===== src/verilog/dct_pkg.sv =====
// constants and command codes for the ddr3 command timing block
package dct_pkg;
    localparam int          CLK_PERIOD_PS = 25000;
    localparam int          NUM_BANKS     = 8;
    localparam int          BANK_W        = 3;
    localparam int          CNT_W         = 4;
    localparam int          LAT_W         = 5;
    localparam int          SR_W          = 32;
    // precharge period, picoseconds
    localparam int          T_RP_PS       = 15000;
    // activate-to-precharge minimum, plain default, picoseconds
    localparam int          T_RAS_PS      = 35000;
    // least times round up to whole cycles, never below one
    localparam int          N_RP_I   = (T_RP_PS + CLK_PERIOD_PS - 1)
                                       / CLK_PERIOD_PS;
    localparam int          N_RAS_I  = (T_RAS_PS + CLK_PERIOD_PS - 1)
                                       / CLK_PERIOD_PS;
    localparam logic [CNT_W-1:0] N_RP    = CNT_W'((N_RP_I < 1) ? 1 : N_RP_I);
    localparam logic [CNT_W-1:0] N_RAS   = CNT_W'((N_RAS_I < 1) ? 1 : N_RAS_I);
    localparam logic [CNT_W-1:0] CNT_MAX = 4'hF;
    localparam logic [CNT_W-1:0] CNT_ONE = 4'h1;
    // write recovery start offsets after write latency
    localparam logic [LAT_W-1:0] WR_OFS_BL8 = 5'h04;
    localparam logic [LAT_W-1:0] WR_OFS_BC4 = 5'h02;
    // strobe reference is one cycle before cl + al
    localparam logic [LAT_W-1:0] RD_OFS     = 5'h01;
    // shift-register placement: the load into the register and the output flop add one cycle each
    localparam logic [LAT_W-1:0] SR_OFS     = 5'h02;

    typedef enum logic [2:0] {
        DCT_NOP  = 3'h0,
        DCT_ACT  = 3'h1,
        DCT_RD   = 3'h2,
        DCT_WR   = 3'h3,
        DCT_PRE  = 3'h4,
        DCT_PREA = 3'h5,
        DCT_REF  = 3'h6
    } dct_cmd_e;
endpackage


===== src/verilog/dct_timing.sv =====
// device-side command timing: auto precharge hold-off, recovery, strobe ref
`timescale 1ns/10ps
`default_nettype none
module dct_timing
    import dct_pkg::*;
(
    input  wire logic              ref_clk_i,
    input  wire logic              rst_i,
    input  wire logic              cmd_valid_i,
    input  wire dct_cmd_e          cmd_i,
    input  wire logic [BANK_W-1:0] bank_i,
    input  wire logic              auto_pre_i,
    input  wire logic              bc4_fixed_i,
    input  wire logic              dll_off_i,
    input  wire logic [LAT_W-1:0]  cl_i,
    input  wire logic [LAT_W-1:0]  al_i,
    input  wire logic [LAT_W-1:0]  cwl_i,
    output logic [NUM_BANKS-1:0]   int_pre_o,
    output logic [NUM_BANKS-1:0]   act_ok_o,
    output logic                   wr_rec_start_o,
    output logic                   rd_ref_o,
    output logic                   spacing_err_o,
    output logic                   norm_timing_o
);

    logic [NUM_BANKS-1:0] int_pre_q;
    logic [NUM_BANKS-1:0] act_ok_q;
    logic [NUM_BANKS-1:0] ras_met;
    logic                 is_act;
    logic                 is_rd;
    logic                 is_wr;
    logic                 is_pre;
    logic                 is_prea;

    assign is_act  = cmd_valid_i && (cmd_i == DCT_ACT);
    assign is_rd   = cmd_valid_i && (cmd_i == DCT_RD);
    assign is_wr   = cmd_valid_i && (cmd_i == DCT_WR);
    assign is_pre  = cmd_valid_i && (cmd_i == DCT_PRE);
    assign is_prea = cmd_valid_i && (cmd_i == DCT_PREA);

    // per-bank activate age, precharge age and pending auto precharge
    for (genvar b = 0; b < NUM_BANKS; b++) begin : g_bank
        logic             hit;
        logic [CNT_W-1:0] ras_q;
        logic [CNT_W-1:0] ras_d;
        logic [CNT_W-1:0] rp_q;
        logic [CNT_W-1:0] rp_d;
        logic             pend_q;
        logic             pend_d;
        logic             ipre_d;
        logic             ok_d;

        assign hit        = (bank_i == BANK_W'(b));
        assign ras_met[b] = (ras_q >= N_RAS);

        always_comb begin
            ras_d  = (ras_q == CNT_MAX) ? ras_q : ras_q + CNT_ONE;
            rp_d   = (rp_q == CNT_MAX) ? rp_q : rp_q + CNT_ONE;
            pend_d = pend_q;
            // hold-off until the row has been open long enough
            ipre_d = pend_q && ras_met[b];
            if (ipre_d) begin
                pend_d = 1'b0;
            end
            // a new auto precharge in the firing cycle is not lost
            if (hit && (is_rd || is_wr) && auto_pre_i) begin
                pend_d = 1'b1;
            end
            if (hit && is_act) begin
                ras_d = CNT_ONE;
            end
            if ((hit && is_pre) || is_prea || ipre_d) begin
                rp_d = CNT_ONE;
            end
            // age counts edges, so jitter-short cycles still qualify
            ok_d = (rp_d >= N_RP);
        end

        always_ff @(posedge ref_clk_i) begin
            if (rst_i) begin
                ras_q        <= CNT_MAX;
                rp_q         <= CNT_MAX;
                pend_q       <= 1'b0;
                int_pre_q[b] <= 1'b0;
                act_ok_q[b]  <= 1'b1;
            end else begin
                ras_q        <= ras_d;
                rp_q         <= rp_d;
                pend_q       <= pend_d;
                int_pre_q[b] <= ipre_d;
                act_ok_q[b]  <= ok_d;
            end
        end

    end

    // latency pipelines; each write, and each read with the dll off, plants one bit at its offset
    logic [SR_W-1:0]  wr_sr_q;
    logic [SR_W-1:0]  wr_sr_d;
    logic [SR_W-1:0]  rd_sr_q;
    logic [SR_W-1:0]  rd_sr_d;
    logic [LAT_W-1:0] wr_dly;
    logic [LAT_W-1:0] rd_dly;
    logic             err_d;
    logic             wr_rec_q;
    logic             rd_ref_q;
    logic             err_q;
    logic             norm_q;

    always_comb begin
        // fixed bc4 recovers two cycles earlier; otf bc4 keeps bl8 timing
        wr_dly = cwl_i + al_i
               + (bc4_fixed_i ? WR_OFS_BC4 : WR_OFS_BL8);
        // only defined with the dll off; normal mode uses the dll path
        rd_dly = cl_i + al_i - RD_OFS;
        wr_sr_d = wr_sr_q >> 1;
        rd_sr_d = rd_sr_q >> 1;
        if (is_wr) begin
            wr_sr_d[wr_dly - SR_OFS] = 1'b1;
        end
        if (is_rd && dll_off_i) begin
            rd_sr_d[rd_dly - SR_OFS] = 1'b1;
        end
        err_d = 1'b0;
        for (int i = 0; i < NUM_BANKS; i++) begin
            if (is_act && (bank_i == BANK_W'(i)) && !act_ok_q[i]) begin
                err_d = 1'b1;
            end
        end
    end

    always_ff @(posedge ref_clk_i) begin
        if (rst_i) begin
            wr_sr_q  <= '0;
            rd_sr_q  <= '0;
            wr_rec_q <= 1'b0;
            rd_ref_q <= 1'b0;
            err_q    <= 1'b0;
            norm_q   <= 1'b0;
        end else begin
            wr_sr_q  <= wr_sr_d;
            rd_sr_q  <= rd_sr_d;
            wr_rec_q <= wr_sr_q[0];
            rd_ref_q <= rd_sr_q[0];
            err_q    <= err_d;
            norm_q   <= !dll_off_i;
        end
    end

    assign int_pre_o      = int_pre_q;
    assign act_ok_o       = act_ok_q;
    assign wr_rec_start_o = wr_rec_q;
    assign rd_ref_o       = rd_ref_q;
    assign spacing_err_o  = err_q;
    assign norm_timing_o  = norm_q;
endmodule
`default_nettype wire

===== config.mk =====
export PLATFORM = sky130hd
export DESIGN_NAME = dct_timing
export DESIGN_NICKNAME = d
export VERILOG_FILES = /design/src/verilog/dct_pkg.sv /design/src/verilog/dct_timing.sv
export SDC_FILE = /design/constraint.sdc
export NUM_CORES = 1
export LEC_CHECK = 0
export ABC_AREA = 1
export BUFFER_PORTS_ARGS = -buffer_cell sky130_fd_sc_hd__buf_2
export CORE_MARGIN = 2
export CORE_UTILIZATION = 35
export DETAILED_ROUTE_END_ITERATION = 8
export GPL_TIMING_DRIVEN = 0
export PLACE_DENSITY = 0.6
export SYNTH_ARGS = -nofsm -noshare
export SYNTH_HDL_FRONTEND = slang
export SYNTH_SLANG_ARGS = --single-unit

===== constraint.sdc =====
create_clock -name ref_clk_i -period 2.7 [get_ports ref_clk_i]
set_clock_uncertainty 0.2 [all_clocks]
set_input_delay 0.27 -clock ref_clk_i [delete_from_list [all_inputs] [get_ports ref_clk_i]]
set_output_delay 0.27 -clock ref_clk_i [all_outputs]
set_load 0.05 [all_outputs]

==> metrics <==
Clock Power Share 28.0%; Synth area leader dfxtp_1; Die Y-Extent 150 µm; FF+latch count, synth 156; Clock Latency Late Sink 0.44 ns; vias in the first global route 5718; power share of the combinational group 35.4%; clock tree root buffer cell clkbuf_16; DRC 0; # IOs 47; Setup Buffers After CTS 0; gate count of the mapped netlist 986; YS warnings 0; Die Wd 150 µm; Finish-stage setup viols 0; Synth area leaders dfxtp_1 42%, inv_1 9.3%, nand2_1 9.3%, ha_1 6.2%, nand4_1 5.6%; CP Capture Type flip-flop; clk slew on worst S/H paths 0.07 ns; Critical Path Fanout Max 10; RSZ-0062 raised after global routing false; Core Area 21000 µm²; layout cells sized above 1 12.4%; Primary FF master, synth dfxtp_1; WL per Instance 12.1 µm; P_leak 0.00398 µW; Vias/cell 4.67; Final HPWL DP 11.9 mm; Slew Limit Fails 0; switching share of power 38.7%; Initial Util 35.6%; largest net degree at the start of global routing 17; WP data arrival 2.65 ns; fraction of the yosys area taken by sequential cells 41.8%; PortBufs 44; final core utilization 41.3%; Antenna Nets Post-Route 0; Internal 5200 µW; synth unique cells 41; switching pwr 3290 µW; Post-Route WL 16.2 mm; most frequent CP cell inv_1; syn nets 1054; CTS Buffer Depth 2; Power Density 981 nW/µm²; H-Tree Depth 4; Req. time, crit path 2.86 ns; minimum clock period 2.49 ns; DRT Pass-1 Iters 6; CP peak stage delay 0.41 ns; Slew HR 54.6%; syn avg cell area 7.57 µm²; Vias 6249; CTS Sinks 156; maximum VDD drop 0.458 mV; CTS tree yes; initial antenna violation count 1; final hold vios 0; ant diodes 0; RR Startpoint g_bank[3].ras_q[0]$_SDFFE_PP1N_; FMAX 402 MHz; CP Launch Type primary input; CP max stage cell fa_1; setup_tns 0 ns; # Max-Cap Violations 0; Initial DRC Count 310; worst hold path depth 5; Die ar. 22500 µm²; R2R depth 8; number of synthesized flops with an enable pin 0; Worst Hold Endpoint g_bank[3].rp_q[0]$_SDFF_PP1_; critical path, cell by cell buf_2 > inv_1 > ha_1 > inv_1 > fa_1 > ha_1 > inv_1 > fa_1 > clkbuf_2 > inv_1 > clkbuf_2 > nand4_1 > a21oi_1; gpl congestion 0.843; class of the worst hold path in2reg; Global Route Usage Sum 15.0%; gr ovfl total 0; Synth top area share 41.8%; Cell Rows 53; Num CTS Buffers 17; worst r2r dst act_ok_o[3]$_SDFF_PP1_; Slew @ Worst Pin 0.681 ns; kind of critical path in2reg; Syn-to-layout area delta 15.9%; first-pass GRT wire length 26.6 mm; nets 1119; post-synthesis instance area 7460 µm²; ys async rst share 0%; Flop pwr share 36.6%; Buf/Inv on CP 7; Hold Startpoint rst_i; reg2reg setup slack 0.76 ns; kind of cell adding the most delay to the critical path adder cells; status finished, final reports clean; final critical-path share of the clock period 92.2%
==> cell usage after synthesis, drive strengths merged (4+ instances only) <==
| cell | count |
|---|---|
| nand2 | 188 |
| inv | 187 |
| dfxtp | 156 |
| nor2 | 82 |
| a21oi | 72 |
| nand4 | 67 |
| nand3 | 47 |
| o21ai | 41 |
| ha | 37 |
| clkbuf | 22 |
| nor3 | 18 |
| a31oi | 11 |
| or2 | 10 |
| buf | 9 |
| o311ai | 8 |
| xor2 | 7 |
| xnor2 | 5 |
| fa | 4 |
==> flip-flops by register name, indices dropped and copies added (netlist names) <==
| name | cells |
|---|---|
| rd_ref_o | 1 |
| g_bank.pend_q | 8 |
| norm_timing_o | 1 |
| g_bank.rp_q | 32 |
| spacing_err_o | 1 |
| wr_sr_q | 32 |
| wr_rec_start_o | 1 |
| rd_sr_q | 32 |
| int_pre_o | 8 |
| g_bank.ras_q | 32 |
| act_ok_o | 8 |
==> tightest hold or removal path: stages <==
cell and delay, ns:
buf_2 0.12, inv_1 0.10, o21ai_0 0.09, a21oi_1 0.04
nand2_1 0.07
==> area by class of cell <==
type                       count  area [µm²]
clock buffer                  17         425
tap                          275         344
buffer                        31         181
sequential                   156        3120
clock inverter                15         154
multi-input combinational    610        3480
fill                        2214       12300
timing repair buffer          46         240
inverter                     189         709
==> logic make-up after synthesis <==
| kind of cell | after synthesis | share of synthesized area (%) |
|---|---|---|
| and+or+nand+nor | 414 | 26.9 |
| buffers and inverters | 220 | 11.8 |
| DFF | 156 | 41.8 |
| AOI/OAI and AO/OA | 141 | 10.4 |
| adders and majority gates | 41 | 7.28 |
| xor gates and xnor gates | 12 | 1.51 |
| muxes | 2 | 0.302 |
==> worst max path at each step <==
stage | from | to | slack, ns | cells past startpoint
finish | al_i[2] | wr_sr_q[27]$_SDFF_PP0_ | 0.21 | 13
CTS | al_i[2] | wr_sr_q[6]$_SDFF_PP0_ | 0.15 | 16
global route | al_i[2] | wr_sr_q[27]$_SDFF_PP0_ | 0.005 | 16
detailed placement | al_i[2] | wr_sr_q[6]$_SDFF_PP0_ | -0.30 | 16
global placement | al_i[2] | wr_sr_q[6]$_SDFF_PP0_ | -0.28 | 16
floorplan | al_i[2] | wr_sr_q[10]$_SDFF_PP0_ | 0.03 | 15
==> placed cells by master, fill, tap and decap left out, types with 5 or more instances in the layout <==
cell,synthesis,layout
nor3_4,5,5
inv_8,0,5
nand2_1,184,184
o21ai_0,40,40
nand4_1,67,67
o311ai_0,8,8
nor2_4,6,6
xor2_1,7,7
nor2_1,71,71
a31oi_1,11,11
ha_1,37,37
or2_2,10,10
dfxtp_1,156,156
buf_2,4,48
nor3_1,13,13
a21oi_1,72,69
clkbuf_16,0,17
inv_1,185,185
clkbuf_1,18,16
nand3_1,45,45
==> stage by stage <==
stage | hold WS, ns | power [µW] | std cells | worst slack [ns] | area [µm²]
after floorplan | 0.142 | 5540 | 986 | 0.0258 | 7470
after global placement | 0.211 | 6060 | 1305 | -0.280 | 8030
after detailed placement | 0.216 | 6120 | 1305 | -0.303 | 8030
after CTS | 0.101 | 8540 | 1339 | 0.150 | 8630
after global routing | 0.150 | 9210 | 1339 | 0.00540 | 8650
final | 0.109 | 8490 | 1339 | 0.209 | 8650
==> layer usage <==
metal	GRT usage [%]	vias to the layer above	routed length, µm
li1	-	3325	-
met1	18.8	2803	7820
met2	25.0	96	7500
met3	3.72	23	593
met4	5.38	2	321
met5	0	-	11
==> what timing repair did <==
item | 4_1_cts | 5_1_grt
endpoints found under the setup margin | 0 | 18
endpoints found under the hold margin | 4 | 0
hold buffers | 2 | 0
resized for setup | 0 | 7
==> power by group through the flow <==
| stage | Sequential, µW | Combinational [µW] | Clock [µW] |
|---|---|---|---|
| 6_report | 3110 | 3000 | 2380 |
| 5_1_grt | 3180 | 3510 | 2520 |
| 4_1_cts | 3110 | 3000 | 2430 |
| 3_5_place_dp | 3150 | 2970 | 0 |
| 3_3_place_gp | 3140 | 2920 | 0 |
| 2_1_floorplan | 3140 | 2400 | 0 |
No activity file was read; power rests on OpenSTA's default activity.
